===== config.mk =====
export PLATFORM = sky130hd
export DESIGN_NAME = ssg_top
export DESIGN_NICKNAME = d
export VERILOG_FILES = /design/src/hw/ssg_pkg.sv /design/src/hw/ssg_top.sv
export VERILOG_INCLUDE_DIRS = /design/src /design/src/hw
export SDC_FILE = /design/constraint.sdc
export NUM_CORES = 2
export LEC_CHECK = 0
export BUFFER_PORTS_ARGS = -buffer_cell sky130_fd_sc_hd__buf_2
export CAP_MARGIN = 20
export CELL_PAD_IN_SITES_DETAIL_PLACEMENT = 0
export CELL_PAD_IN_SITES_GLOBAL_PLACEMENT = 2
export CORE_ASPECT_RATIO = 0.6
export CORE_MARGIN = 5
export CORE_UTILIZATION = 41
export DETAILED_ROUTE_END_ITERATION = 8
export GPL_TIMING_DRIVEN = 0
export PLACE_DENSITY_LB_ADDON = 0.12
export RECOVER_POWER = 100
export SYNTH_ARGS = -nofsm -noshare
export SYNTH_HDL_FRONTEND = slang
export SYNTH_SLANG_ARGS = --single-unit

===== constraint.sdc =====
create_clock -name clk_sys_i -period 22.7 [get_ports clk_sys_i]
set_clock_uncertainty 0.15 [all_clocks]
set_input_delay 4.54 -clock clk_sys_i [delete_from_list [all_inputs] [get_ports clk_sys_i]]
set_output_delay 4.54 -clock clk_sys_i [all_outputs]
set_load 0.1 [all_outputs]

===== src/hw/ssg_defines.svh =====
`ifndef SSG_DEFINES_SVH
`define SSG_DEFINES_SVH

`define SSG_A_CTRL    8'h00
`define SSG_A_LVS     8'h04
`define SSG_A_GATE    8'h08
`define SSG_A_FINE    8'h0C
`define SSG_A_LIM     8'h10
`define SSG_A_THMAX   8'h14
`define SSG_A_INF     8'h18
`define SSG_A_THMIN   8'h1C
`define SSG_A_SLOPE   8'h20
`define SSG_A_STAT    8'h24

`define SSG_R_CTRL    32'h0000_0004
`define SSG_R_LVS     32'h0000_0400
`define SSG_R_GATE    32'h0000_0000
`define SSG_R_FINE    32'h0000_0000
`define SSG_R_LIM     32'h0000_0000
`define SSG_R_THMAX   32'h0000_2EE0
`define SSG_R_INF     32'h0000_2EE0
`define SSG_R_THMIN   32'h0000_0000
`define SSG_R_SLOPE   32'h0001_0000

`define SSG_C_MODE    0
`define SSG_C_TMODE   2
`define SSG_C_GEN     3
`define SSG_C_GRDIS   4
`define SSG_C_FINE    5
`define SSG_C_LIMEN   6
`define SSG_C_HREN    7
`define SSG_C_PAUSE   8
`define SSG_C_CMB     9
`define SSG_C_BSRC    10
`define SSG_L_FTH     0
`define SSG_L_HYS     5
`define SSG_L_RTH     9
`define SSG_L_BDLY    12
`define SSG_L_CDLY    14
`define SSG_L_LOW     16
`define SSG_G_LVL     0
`define SSG_G_HYS     2
`define SSG_G_FHYS    5
`define SSG_M_ATK     0
`define SSG_M_HLD     4
`define SSG_M_RLS     7
`define SSG_M_MAX     11
`define SSG_M_DEV     15
`define SSG_M_DHR     22

`define SSG_RTH_STEP_MV 16'd350
`define SSG_HR_MARGIN   16'd2500
`define SSG_DRAIN       4'd8
`define SSG_LOW_BASE    5'd20

`endif


===== src/hw/ssg_pkg.sv =====
package ssg_pkg;
    typedef enum logic [1:0] {
        SSG_DUAL  = 2'b00,
        SSG_RSVD  = 2'b01,
        SSG_HVONL = 2'b10,
        SSG_LOWPW = 2'b11
    } ssg_mode_t;
    typedef enum {
        SSG_HV,
        SSG_HOLD,
        SSG_DRAINING,
        SSG_BAT,
        SSG_RETURN
    } ssg_state_t;
endpackage : ssg_pkg


===== src/hw/ssg_top.sv =====
// The register offsets and the AXI4-Lite interface to the registers were decided locally.
`timescale 1ns/10ps
`default_nettype none
`include "ssg_defines.svh"

// Behaviour
// - Compare raw sample magnitude with level threshold; high level uses high rail.
// - Level below threshold longer than hysteresis time moves bridge to battery.
// - Remaining high samples drain out before the bypass pin is released high.
// - Bypass pin is open drain; a device needing high rail pulls it low.
// - On rising level, pull bypass low after one delay, bridge after another.
// - Reset selects relative threshold mode, relative field 3'b010 (0.7 V).
// - Mode 11 uses the low fixed threshold; mode 00 the 5-bit fixed one when relative threshold mode is off.
// - Mode 00 switches the bridge dynamically between both rails.
// - Mode 01 behaves as mode 10; mode 10 is high rail only.
// - Mode 11 drops to battery only at near-idle signal levels.
// - In dual mode, high rail below battery plus 2.5 V stays on high rail.
// - Gate enabled: long quiet input powers stage down; ramp unless disabled.
// - Loud input re-powers the stage at the first loud sample, automatically.
// - Fine gating uses 24-bit level and fine hysteresis instead of coarse.
// - Combined limiter and brownout attenuation is capped at device maximum.
// - Brownout has priority; limiter and alignment pause until it releases.
// - Combine mode bit selects sum or maximum of the two attenuations.
// - Limiter reduces gain above threshold with attack, hold, release rates.
// - Attack stops once limiter attenuation reaches limiter maximum field.
// - Threshold is max above inflection, falls by slope times drop, floored.
// - Headroom mode sets limit to supply minus signed percentage headroom.
// - Limiter updates freeze during brownout until it releases; only a cleared limiter enable bit overrides this, clearing the attenuation.
module ssg_top (
    input  wire logic              clk_sys_i,
    input  wire logic              reset_i,
    input  wire logic              s_axi_awvalid_i,
    output logic                   s_axi_awready_o,
    input  wire logic [7:0]        s_axi_awaddr_i,
    input  wire logic              s_axi_wvalid_i,
    output logic                   s_axi_wready_o,
    input  wire logic [31:0]       s_axi_wdata_i,
    input  wire logic [3:0]        s_axi_wstrb_i,
    output logic                   s_axi_bvalid_o,
    input  wire logic              s_axi_bready_i,
    output logic [1:0]             s_axi_bresp_o,
    input  wire logic              s_axi_arvalid_i,
    output logic                   s_axi_arready_o,
    input  wire logic [7:0]        s_axi_araddr_i,
    output logic                   s_axi_rvalid_o,
    input  wire logic              s_axi_rready_i,
    output logic [31:0]            s_axi_rdata_o,
    output logic [1:0]             s_axi_rresp_o,
    input  wire logic              sample_valid_i,
    input  wire logic [23:0]       sample_i,
    input  wire logic [15:0]       hv_rail_mv_i,
    input  wire logic [15:0]       bat_rail_mv_i,
    input  wire logic              brownout_active_i,
    input  wire logic [6:0]        brownout_atten_i,
    input  wire logic              bypass_enable_pin_i,
    output logic                   bypass_enable_pin_o,
    output logic                   bypass_enable_pin_oe_n_o,
    output logic                   rail_hv_sel_o,
    output logic                   gate_power_down_o,
    output logic                   gate_ramp_en_o,
    output logic                   align_pause_o,
    output logic [6:0]             total_atten_o,
    output ssg_pkg::ssg_mode_t     supply_mode_o,
    output logic                   battery_rail_source_o
);
    import ssg_pkg::*;

    logic [31:0] ctrl_q, lvs_q, gate_q, fine_q, lim_q;
    logic [31:0] thmax_q, inf_q, thmin_q, slope_q;
    logic        bvalid_q, rvalid_q;
    logic [31:0] rdata_q;
    logic [1:0]  rresp_q, bresp_q;
    logic        wr_go, wr_hit;

    // Address and data are taken together, one write at a time.
    assign wr_go = s_axi_awvalid_i & s_axi_wvalid_i & ~bvalid_q;
    assign s_axi_awready_o = wr_go;
    assign s_axi_wready_o  = wr_go;
    assign s_axi_bvalid_o  = bvalid_q;
    assign s_axi_bresp_o   = bresp_q;
    assign s_axi_arready_o = ~rvalid_q;
    assign s_axi_rvalid_o  = rvalid_q;
    assign s_axi_rdata_o   = rdata_q;
    assign s_axi_rresp_o   = rresp_q;

    function automatic logic [31:0] merge(input logic [31:0] old,
                                          input logic [31:0] nw,
                                          input logic [3:0]  be);
        logic [31:0] r;
        r = old;
        for (int i = 0; i < 4; i++) begin
            if (be[i]) begin
                r[i*8 +: 8] = nw[i*8 +: 8];
            end
        end
        return r;
    endfunction : merge

    always_comb begin
        wr_hit = 1'b1;
        unique case (s_axi_awaddr_i)
            `SSG_A_CTRL, `SSG_A_LVS, `SSG_A_GATE, `SSG_A_FINE,
            `SSG_A_LIM, `SSG_A_THMAX, `SSG_A_INF, `SSG_A_THMIN,
            `SSG_A_SLOPE: wr_hit = 1'b1;
            default: wr_hit = 1'b0;
        endcase
    end

    always_ff @(posedge clk_sys_i) begin
        if (reset_i) begin
            ctrl_q  <= `SSG_R_CTRL;
            lvs_q   <= `SSG_R_LVS;
            gate_q  <= `SSG_R_GATE;
            fine_q  <= `SSG_R_FINE;
            lim_q   <= `SSG_R_LIM;
            thmax_q <= `SSG_R_THMAX;
            inf_q   <= `SSG_R_INF;
            thmin_q <= `SSG_R_THMIN;
            slope_q <= `SSG_R_SLOPE;
        end else if (wr_go) begin
            unique case (s_axi_awaddr_i)
                `SSG_A_CTRL:  ctrl_q  <= merge(ctrl_q, s_axi_wdata_i,
                                               s_axi_wstrb_i);
                `SSG_A_LVS:   lvs_q   <= merge(lvs_q, s_axi_wdata_i,
                                               s_axi_wstrb_i);
                `SSG_A_GATE:  gate_q  <= merge(gate_q, s_axi_wdata_i,
                                               s_axi_wstrb_i);
                `SSG_A_FINE:  fine_q  <= merge(fine_q, s_axi_wdata_i,
                                               s_axi_wstrb_i);
                `SSG_A_LIM:   lim_q   <= merge(lim_q, s_axi_wdata_i,
                                               s_axi_wstrb_i);
                `SSG_A_THMAX: thmax_q <= merge(thmax_q, s_axi_wdata_i,
                                               s_axi_wstrb_i);
                `SSG_A_INF:   inf_q   <= merge(inf_q, s_axi_wdata_i,
                                               s_axi_wstrb_i);
                `SSG_A_THMIN: thmin_q <= merge(thmin_q, s_axi_wdata_i,
                                               s_axi_wstrb_i);
                `SSG_A_SLOPE: slope_q <= merge(slope_q, s_axi_wdata_i,
                                               s_axi_wstrb_i);
                default: ;
            endcase
        end
    end

    always_ff @(posedge clk_sys_i) begin
        if (reset_i) begin
            bvalid_q <= 1'b0;
            bresp_q  <= 2'b00;
        end else if (wr_go) begin
            bvalid_q <= 1'b1;
            bresp_q  <= wr_hit ? 2'b00 : 2'b10;
        end else if (s_axi_bready_i) begin
            bvalid_q <= 1'b0;
        end
    end

    // Field views.
    ssg_mode_t   mode;
    logic        tmode, g_en, fine_en, limiter_enable_bit, hr_en, cmb;
    logic [4:0]  fth, dhr;
    logic [3:0]  hys, atk, rls, lmax;
    logic [2:0]  rth, hld, ghys;
    logic [1:0]  bdly, cdly, lowth, glvl;
    logic [15:0] fhys;
    logic [6:0]  devmax;
    assign mode    = ssg_mode_t'(ctrl_q[`SSG_C_MODE +: 2]);
    assign tmode   = ctrl_q[`SSG_C_TMODE];
    assign g_en    = ctrl_q[`SSG_C_GEN];
    assign fine_en = ctrl_q[`SSG_C_FINE];
    assign limiter_enable_bit  = ctrl_q[`SSG_C_LIMEN];
    assign hr_en   = ctrl_q[`SSG_C_HREN];
    assign cmb     = ctrl_q[`SSG_C_CMB];
    assign fth     = lvs_q[`SSG_L_FTH +: 5];
    assign hys     = lvs_q[`SSG_L_HYS +: 4];
    assign rth     = lvs_q[`SSG_L_RTH +: 3];
    assign bdly    = lvs_q[`SSG_L_BDLY +: 2];
    assign cdly    = lvs_q[`SSG_L_CDLY +: 2];
    assign lowth   = lvs_q[`SSG_L_LOW +: 2];
    assign glvl    = gate_q[`SSG_G_LVL +: 2];
    assign ghys    = gate_q[`SSG_G_HYS +: 3];
    assign fhys    = gate_q[`SSG_G_FHYS +: 16];
    assign atk     = lim_q[`SSG_M_ATK +: 4];
    assign hld     = lim_q[`SSG_M_HLD +: 3];
    assign rls     = lim_q[`SSG_M_RLS +: 4];
    assign lmax    = lim_q[`SSG_M_MAX +: 4];
    assign devmax  = lim_q[`SSG_M_DEV +: 7];
    assign dhr     = lim_q[`SSG_M_DHR +: 5];
    assign supply_mode_o         = mode;
    assign battery_rail_source_o = ctrl_q[`SSG_C_BSRC];

    // Sample magnitude, taken before any attenuation is applied.
    logic [23:0] mag;
    logic [4:0]  lz;
    logic [31:0] peak_mv;
    assign mag = sample_i[23] ? 24'(~sample_i + 24'h1) : sample_i;
    always_comb begin
        lz = 5'd24;
        for (int i = 0; i < 24; i++) begin
            if (mag[i]) begin
                lz = 5'(23 - i);
            end
        end
    end
    // Full scale maps to the high rail voltage.
    assign peak_mv = (32'(mag[23:8]) * 32'(hv_rail_mv_i)) >> 15;

    // Level detector: fixed thresholds are in 6 dB steps below full scale.
    logic [15:0] rel_mv;
    logic        above;
    assign rel_mv = bat_rail_mv_i - 16'(rth * `SSG_RTH_STEP_MV);
    always_comb begin
        if (mode == SSG_LOWPW) begin
            above = lz < (`SSG_LOW_BASE + 5'(lowth));
        end else if (tmode) begin
            above = peak_mv > 32'(rel_mv);
        end else begin
            above = lz < fth;
        end
    end

    logic       hr_low;
    assign hr_low = 17'(hv_rail_mv_i) <
                    17'(bat_rail_mv_i) + 17'(`SSG_HR_MARGIN);

    ssg_state_t  st_q;
    logic [19:0] lcnt_q;
    logic [3:0]  dcnt_q;
    logic [2:0]  rcnt_q;
    logic        rail_q, byp_low_q;

    always_ff @(posedge clk_sys_i) begin
        if (reset_i) begin
            st_q      <= SSG_HV;
            lcnt_q    <= 20'h0_0000;
            dcnt_q    <= 4'h0;
            rcnt_q    <= 3'h0;
            rail_q    <= 1'b1;
            byp_low_q <= 1'b1;
        end else if (sample_valid_i) begin
            if (mode == SSG_HVONL || mode == SSG_RSVD ||
                (mode == SSG_DUAL && hr_low)) begin
                st_q      <= SSG_HV;
                rail_q    <= 1'b1;
                byp_low_q <= 1'b1;
                lcnt_q    <= 20'h0_0000;
            end else begin
                unique case (st_q)
                    SSG_HV: begin
                        lcnt_q <= 20'h0_0000;
                        if (!above) st_q <= SSG_HOLD;
                    end
                    SSG_HOLD: begin
                        if (above) begin
                            st_q <= SSG_HV;
                        end else if (lcnt_q >= (20'h1_0 << hys)) begin
                            st_q   <= SSG_DRAINING;
                            dcnt_q <= 4'h0;
                        end else begin
                            lcnt_q <= lcnt_q + 20'h1;
                        end
                    end
                    SSG_DRAINING: begin
                        if (above) begin
                            st_q <= SSG_HV;
                        end else if (dcnt_q == `SSG_DRAIN) begin
                            st_q      <= SSG_BAT;
                            rail_q    <= 1'b0;
                            byp_low_q <= 1'b0;
                        end else begin
                            dcnt_q <= dcnt_q + 4'h1;
                        end
                    end
                    SSG_BAT: begin
                        if (above) begin
                            st_q   <= SSG_RETURN;
                            rcnt_q <= 3'h0;
                        end
                    end
                    SSG_RETURN: begin
                        rcnt_q <= rcnt_q + 3'h1;
                        if (rcnt_q >= 3'(bdly)) byp_low_q <= 1'b1;
                        if (rcnt_q >= 3'(cdly)) rail_q <= 1'b1;
                        if (rcnt_q >= 3'(bdly) && rcnt_q >= 3'(cdly)) begin
                            st_q <= SSG_HV;
                        end
                    end
                endcase
            end
        end
    end

    // Open drain: drive low when high rail is needed, else release.
    assign bypass_enable_pin_o      = 1'b0;
    assign bypass_enable_pin_oe_n_o = ~byp_low_q;
    assign rail_hv_sel_o            = rail_q;

    // Noise gate.
    logic        quiet;
    logic [18:0] glim, gcnt_q;
    logic        gpd_q;
    always_comb begin
        if (fine_en) begin
            quiet = mag < fine_q[23:0];
            glim  = {fhys, 3'b000};
        end else begin
            quiet = lz > (5'd16 - 5'({glvl, 1'b0}));
            glim  = 19'h40 << ghys;
        end
    end
    always_ff @(posedge clk_sys_i) begin
        if (reset_i) begin
            gcnt_q <= 19'h0_0000;
            gpd_q  <= 1'b0;
        end else if (sample_valid_i) begin
            if (!g_en || !quiet) begin
                gcnt_q <= 19'h0_0000;
                gpd_q  <= 1'b0;
            end else if (gcnt_q >= glim) begin
                gpd_q <= 1'b1;
            end else begin
                gcnt_q <= gcnt_q + 19'h1;
            end
        end
    end
    assign gate_power_down_o = gpd_q;
    assign gate_ramp_en_o = ~ctrl_q[`SSG_C_GRDIS];

    // Limiter threshold in millivolts.
    logic [31:0] lim_th;
    logic [47:0] drop_prod, hr_prod;
    logic [31:0] drop_mv, tr_th;
    logic [4:0]  dhr_abs;
    assign drop_prod = 48'(slope_q) * 48'(inf_q - 32'(hv_rail_mv_i));
    assign drop_mv   = drop_prod[47:16];
    assign dhr_abs   = dhr[4] ? 5'(~dhr + 5'h1) : dhr;
    // Percentage as multiply by 1311 / 2^17.
    assign hr_prod   = 48'(hv_rail_mv_i) * 48'(dhr_abs) * 48'd1311;
    always_comb begin
        if (32'(hv_rail_mv_i) >= inf_q) begin
            tr_th = thmax_q;
        end else if (drop_mv >= thmax_q || thmax_q - drop_mv < thmin_q) begin
            tr_th = thmin_q;
        end else begin
            tr_th = thmax_q - drop_mv;
        end
        if (hr_en) begin
            lim_th = dhr[4] ? 32'(hv_rail_mv_i) + 32'(hr_prod[47:17])
                            : 32'(hv_rail_mv_i) - 32'(hr_prod[47:17]);
        end else begin
            lim_th = tr_th;
        end
    end

    // Limiter envelope, one step per rate period in samples.
    logic [6:0]  latt_q;
    logic [15:0] rcnt2_q;
    logic [7:0]  hcnt_q;
    logic        pause, over;
    assign pause = brownout_active_i;
    assign over  = peak_mv > lim_th;
    assign align_pause_o = brownout_active_i;
    always_ff @(posedge clk_sys_i) begin
        if (reset_i) begin
            latt_q  <= 7'h00;
            rcnt2_q <= 16'h0000;
            hcnt_q  <= 8'h00;
        end else if (!limiter_enable_bit) begin
            latt_q  <= 7'h00;
            rcnt2_q <= 16'h0000;
            hcnt_q  <= 8'h00;
        end else if (sample_valid_i && !pause) begin
            rcnt2_q <= rcnt2_q + 16'h1;
            if (over) begin
                hcnt_q <= 8'h00;
                if (rcnt2_q >= (16'h1 << atk)) begin
                    rcnt2_q <= 16'h0000;
                    if (latt_q < 7'(lmax)) latt_q <= latt_q + 7'h1;
                end
            end else if (hcnt_q < (8'h1 << hld)) begin
                hcnt_q <= hcnt_q + 8'h1;
            end else if (rcnt2_q >= (16'h1 << rls)) begin
                rcnt2_q <= 16'h0000;
                if (latt_q != 7'h00) latt_q <= latt_q - 7'h1;
            end
        end
    end

    logic [7:0] comb;
    logic [6:0] tot_q;
    always_comb begin
        if (cmb) begin
            comb = {1'b0, (latt_q > brownout_atten_i) ? latt_q
                                                       : brownout_atten_i};
        end else begin
            comb = 8'(latt_q) + 8'(brownout_atten_i);
        end
    end
    always_ff @(posedge clk_sys_i) begin
        if (reset_i) begin
            tot_q <= 7'h00;
        end else begin
            tot_q <= (comb > 8'(devmax)) ? devmax : comb[6:0];
        end
    end
    assign total_atten_o = tot_q;

    // Read side.
    always_ff @(posedge clk_sys_i) begin
        if (reset_i) begin
            rvalid_q <= 1'b0;
            rdata_q  <= 32'h0000_0000;
            rresp_q  <= 2'b00;
        end else if (s_axi_arvalid_i && !rvalid_q) begin
            rvalid_q <= 1'b1;
            rresp_q  <= 2'b00;
            unique case (s_axi_araddr_i)
                `SSG_A_CTRL:  rdata_q <= ctrl_q;
                `SSG_A_LVS:   rdata_q <= lvs_q;
                `SSG_A_GATE:  rdata_q <= gate_q;
                `SSG_A_FINE:  rdata_q <= fine_q;
                `SSG_A_LIM:   rdata_q <= lim_q;
                `SSG_A_THMAX: rdata_q <= thmax_q;
                `SSG_A_INF:   rdata_q <= inf_q;
                `SSG_A_THMIN: rdata_q <= thmin_q;
                `SSG_A_SLOPE: rdata_q <= slope_q;
                `SSG_A_STAT:  rdata_q <= {6'h00, tot_q, latt_q,
                                          bypass_enable_pin_i, hr_low,
                                          gpd_q, byp_low_q, rail_q,
                                          3'(st_q), above, 3'h0};
                default: begin
                    rdata_q <= 32'h0000_0000;
                    rresp_q <= 2'b10;
                end
            endcase
        end else if (s_axi_rready_i) begin
            rvalid_q <= 1'b0;
        end
    end
endmodule : ssg_top
`default_nettype wire


# == After elaboration in Yosys (flattened, before gate mapping) ==
# Index checks and enable logic that the tools add are counted.
# totals
in_bits,125
wordCells,322
regBits,445
# classes
add_sub_neg,19
n_mul,5
muxes,89
n_bitwise,10
eq_ne,45
reduce_logical,76
shift,5
n_lt_le_gt_ge,20
# ops
op,count
$mux W32,12
$pmux W32 S10,1
$pmux W32 S5,1
$mux W5,24
$reduce_and A3 Y1,36
$eq A32 B2 Y1 const B,2
$eq A8 B5 Y1 const B,8
$mux W16,4
$mux W20,3
$mux W19,3
$mux W7,8
$mul A33 B33 Y48,1
$pmux W20 S2,1
$sub A32 B16 Y33,1
$eq A32 B1 Y1 const B,1
$eq A32 B3 Y1 const B,1
$eq A8 B4 Y1 const B,4
$ge A16 B16 Y1,2
$ge A16 B32 Y1,1
$ge A32 B32 Y1,1
$gt A17 B32 Y1,1
$logic_not A32 Y1,1
$lt A32 B32 Y1,1
$mul A16 B16 Y32,1
other kinds (75),150

# == Longest topological paths before layout ==
# depth
ltp_word,33
ltp_mapped,82

# == Worst setup path after synthesis ==
# No wires, ideal clock.
# synth_path
path_kind,in2reg
startpoint,in hv_rail_mv_i[3]
endpoint,reg latt_q[6]
t_arrival_ns,19.749
t_required_ns,22.431
path_slack_ns,2.682
path_stages,75
cell_sequence,clkbuf_1 -> inv_1 -> ha_1 -> a21oi_1 -> o221ai_1 -> and2_1 -> a21o_1 -> a21oi_1 -> xnor2_1 -> clkbuf_1 -> nand2_1 -> fa_1 -> inv_1 -> fa_1 -> fa_1 -> inv_1 -> fa_1 -> inv_1 -> [... 39 more ...] -> a21o_1 -> a21o_1 -> a21oi_1 -> o21ai_0 -> a21o_1 -> a21oi_1 -> a21boi_0 -> o21ai_0 -> a21oi_1 -> nand2_1 -> ha_1 -> a21o_1 -> a21oi_1 -> o21bai_1 -> a21oi_1 -> a211oi_1 -> o21ai_0 -> nand2_1
# synth_via
elab_chain_len,11
elab_cells_between_ends,24
# synth_rtl
item,line,text
start: declaration,ssg_top.sv:51,"input wire logic [15:0] hv_rail_mv_i,"
$sub A32 B16 Y33,ssg_top.sv:333,assign drop_prod = 48'(slope_q) * 48'(inf_q - 32'(hv_rail_mv_i));
$mul A33 B33 Y48,ssg_top.sv:333,
$sub A32 B32 Y32,"ssg_top.sv:341, ssg_top.sv:344",
$lt A32 B32 Y1,ssg_top.sv:341,end else if (drop_mv >= thmax_q || thmax_q - drop_mv < thmin_q) begin
$logic_or A1 B1 Y1,ssg_top.sv:341,
$mux W32,ssg_top.sv:341,
$mux W32,ssg_top.sv:339,if (32'(hv_rail_mv_i) >= inf_q) begin
$mux W32,ssg_top.sv:346,if (hr_en) begin
$gt A17 B32 Y1 (*),ssg_top.sv:360,assign over = peak_mv > lim_th;
$ne A2 B1 Y1 (no source line) (tied with other cells),n/a,
$reduce_and A6 Y1 (no source line),n/a,
end signal: assignment,ssg_top.sv:377,if (latt_q < 7'(lmax)) latt_q <= latt_q + 7'h1;
end signal: assignment,ssg_top.sv:383,if (latt_q != 7'h00) latt_q <= latt_q - 7'h1;
end: declaration,ssg_top.sv:355,logic [6:0] latt_q;
# Every way passes the cells marked *; elsewhere a longest branch is shown, timed or not.
# A chain may end at the register's enable or synchronous reset.

# == Final worst setup path ==
# layout_path
startpoint,in hv_rail_mv_i[14]
endpoint,reg latt_q[6]
# The elaborated chain is that of the path after synthesis.

==> flow_metrics.env <==
export IMPL_grt_pass1_vias=61634
export IMPL_synthArstFlopShare_pct=0
export IMPL_fin_tns_setup_ns=0
export IMPL_fin_nets=10979
export IMPL_synth_edf_count=0
export IMPL_clk_pin_slew_ns=0.07
export IMPL_grt_max_degree=15
export IMPL_path_common_cell="fa_1"
export IMPL_gp_congestion=0.992
export IMPL_crit_family="compound AO/OA/AOI/OAI gates"
export IMPL_mostFrequentLayoutCell="inv_1"
export IMPL_vias=64321
export IMPL_grt_overflow_total=0
export IMPL_layoutNonFillerInstCount=11380
export IMPL_crit_fanout=13
export IMPL_power_density_mw_per_mm2=68.3
export IMPL_peakVddDrop_uv=290
export IMPL_clock_root_buffer="clkbuf_16"
export IMPL_cp_slowest_cell="fa_1"
export IMPL_wl_met3_um=41800
export IMPL_dp_cells=11247
export IMPL_io_buffers=137
export IMPL_cts_buffers=46
export IMPL_layout_min_cycle_time_ns=22.19
export IMPL_power_leakage_nw=38.3
export IMPL_die_area_mm2=0.188
export IMPL_wl_met2_um=113000
export IMPL_layout_common_cells="inv_1 (1456), fa_1 (1127), nand2_1 (1117)"
export IMPL_cp_arrival_ns=22.55
export IMPL_pin_count=182
export IMPL_yosys_warnings=0
export IMPL_clk_insertion_delay_late_ns=0.64
export IMPL_slew_headroom_pct=-2.63
export IMPL_first_pass_iters=8
export IMPL_synth_seq_cells=414
export IMPL_worst_path_buf_inv=12
export IMPL_hold_viol=0
export IMPL_wl_met1_um=155000
export IMPL_yosysSeqAreaShare_pct=11.3
export IMPL_syn_inst=8700
export IMPL_setup_viol=0
export IMPL_area_growth_pct=9.18
export IMPL_routed_top_layer="met5"
export IMPL_synth_area_mm2=0.0733
export IMPL_h_tree_depth=2
export IMPL_max_cap_viol_count=1
export IMPL_hold_class="reg -> reg"
export IMPL_antenna_found_initial=43
export IMPL_cts_buffer_depth=3
export IMPL_rows=120
export IMPL_post_drt_via_cell_ratio=5.65
export IMPL_dp_hpwl_um=270000
export IMPL_status="complete, but fails checks"
export IMPL_critPathKind="in -> reg"
export IMPL_wl_per_cell_um=27.8
export IMPL_grt_pass1_wl_um=453000
export IMPL_fmax_mhz=45.1
export IMPL_ant_nets=0
export IMPL_synth_ff_type="dfxtp_1"
export IMPL_cts_tree="done"
export IMPL_slowest_delay_ns=0.61
export IMPL_drtIter0Drc=7798
export IMPL_die_w_um=556
export IMPL_initial_core_util_pct=41.1
export IMPL_drc_errors=0
export IMPL_violations="capacitance limit, slew limit"
export IMPL_layout_drive_gt1_share_pct=4.73
export IMPL_fill_cells=18082
export IMPL_syn_avg_cell_area_um2=8.42
export IMPL_core_area_mm2=0.178
export IMPL_final_max_slew_viol_count=9
export IMPL_crit_required_ns=23.06
export IMPL_ys_types=96
export IMPL_track_usage_pct=33.3
export IMPL_die_h_um=337
export IMPL_cp_end_kind="register"
export IMPL_tightest_slew_ns=1.53
export IMPL_worstSetupStartpointType="primary input"
export IMPL_drt_total_wl_um=317000
export IMPL_clock_sinks=414
export IMPL_final_period_utilization_pct=97.8
## worst register-to-register path: cells and delay by family (launching register included)
family | cells | cell delay, ns
adder cells (fa/ha/maj) | 14 | 5.90
flip-flops | 1 | 0.89
AO/OA/AOI/OAI | 25 | 6.20
buffers and inverters | 5 | 0.99
XOR/XNOR | 3 | 1.48
AND/OR/NAND/NOR | 15 | 2.81
## synth_stat cells, types with 39 or more instances
| library cell | number | area, um^2 |
|---|---|---|
| inv_1 | 1466 | 5500 |
| fa_1 | 1127 | 22600 |
| nand2_1 | 1120 | 4200 |
| ha_1 | 779 | 9750 |
| nor2_1 | 530 | 1990 |
| clkbuf_1 | 442 | 1660 |
| dfxtp_1 | 414 | 8290 |
| a21oi_1 | 407 | 2040 |
| and2_1 | 401 | 2510 |
| nand3_1 | 206 | 1030 |
| mux2i_1 | 195 | 1950 |
| o21ai_0 | 157 | 786 |
| xnor2_1 | 157 | 1380 |
| nor2b_1 | 114 | 713 |
| xor2_1 | 95 | 832 |
| a21o_1 | 92 | 691 |
| nor3_1 | 91 | 455 |
| nand2b_1 | 65 | 407 |
| a221oi_1 | 61 | 534 |
| nand4_1 | 58 | 363 |
| a22o_1 | 54 | 473 |
| a31oi_1 | 52 | 325 |
| o21a_1 | 47 | 353 |
| a22oi_1 | 44 | 330 |
| and3_1 | 43 | 269 |
| a211oi_1 | 39 | 293 |
## stage by stage
step           power, W  setup slack (ns)  hold WS (ns)  instance area, um^2  utilization, %
2_1_floorplan   0.00322              2.68         0.281                73300               -
3_3_place_gp    0.00451             -7.71         0.289                76900            43.2
3_5_place_dp    0.00457             -5.35         0.296                77400            43.4
4_1_cts         0.00544           0.00289         0.304                79600            44.7
5_1_grt         0.00596           -0.0457         0.316                80000            44.9
6_report        0.00547             0.509         0.306                80000            44.9
## power by group
group          internal [W]  total (W)  switching, W
Combinational       0.00145    0.00391       0.00246
Clock              0.000468   0.000824      0.000355
Sequential         0.000728   0.000731    0.00000260
## cell type report
cell class | instances | area (um^2) | share of cell area (%)
sequential | 414 | 8290 | 10.4
clock inverter | 18 | 219 | 0.274
inverter | 1474 | 5590 | 6.99
buffer | 459 | 1860 | 2.33
timing repair buffer | 214 | 1380 | 1.73
antenna | 18 | 45.0 | 0.0563
clock buffer | 65 | 1370 | 1.72
tap | 2379 | 2980 | 3.72
multi-input combinational | 6339 | 58300 | 72.8
## kinds of logic after synthesis
logic type | Yosys count | share of synthesized area (%)
compound gates | 1186 | 10.7
xor+xnor | 256 | 3.13
fa+ha+maj | 1906 | 44.1
buf+inv | 1949 | 10.1
flops | 414 | 11.3
mux | 198 | 2.71
other cells | 1 | 0.00512
simple gates | 2790 | 18.0
## metal layers
metal  GRT usage [%]  vias up
met2            41.7     3247
met1            54.0    32359
li1                -    28344
met4            5.77       12
met5               0        -
met3            11.2      359
## path summary, 6_finish.rpt
check,to,slack [ns],depth (start not counted),startpoint
setup / recovery,latt_q[6]$_SDFFE_PP0P_,0.51,75,hv_rail_mv_i[14]
hold / removal,fine_q[30]$_SDFFE_PP0P_,0.31,2,fine_q[30]$_SDFFE_PP0P_
setup reg to reg,latt_q[6]$_SDFFE_PP0P_,4.15,62,lim_q[22]$_SDFFE_PP0P_
hold reg to reg,fine_q[30]$_SDFFE_PP0P_,0.31,2,fine_q[30]$_SDFFE_PP0P_
## what timing repair did
action | 4_1_cts | 5_1_grt
setup endpoints to repair | 31 | 29
hold buffers | 0 | 0
pin swaps | 6 | 11
gates resized for setup | 121 | 82
buffers inserted | 24 | 14
cloned | 0 | 0
(Power assumes the default switching activity.)
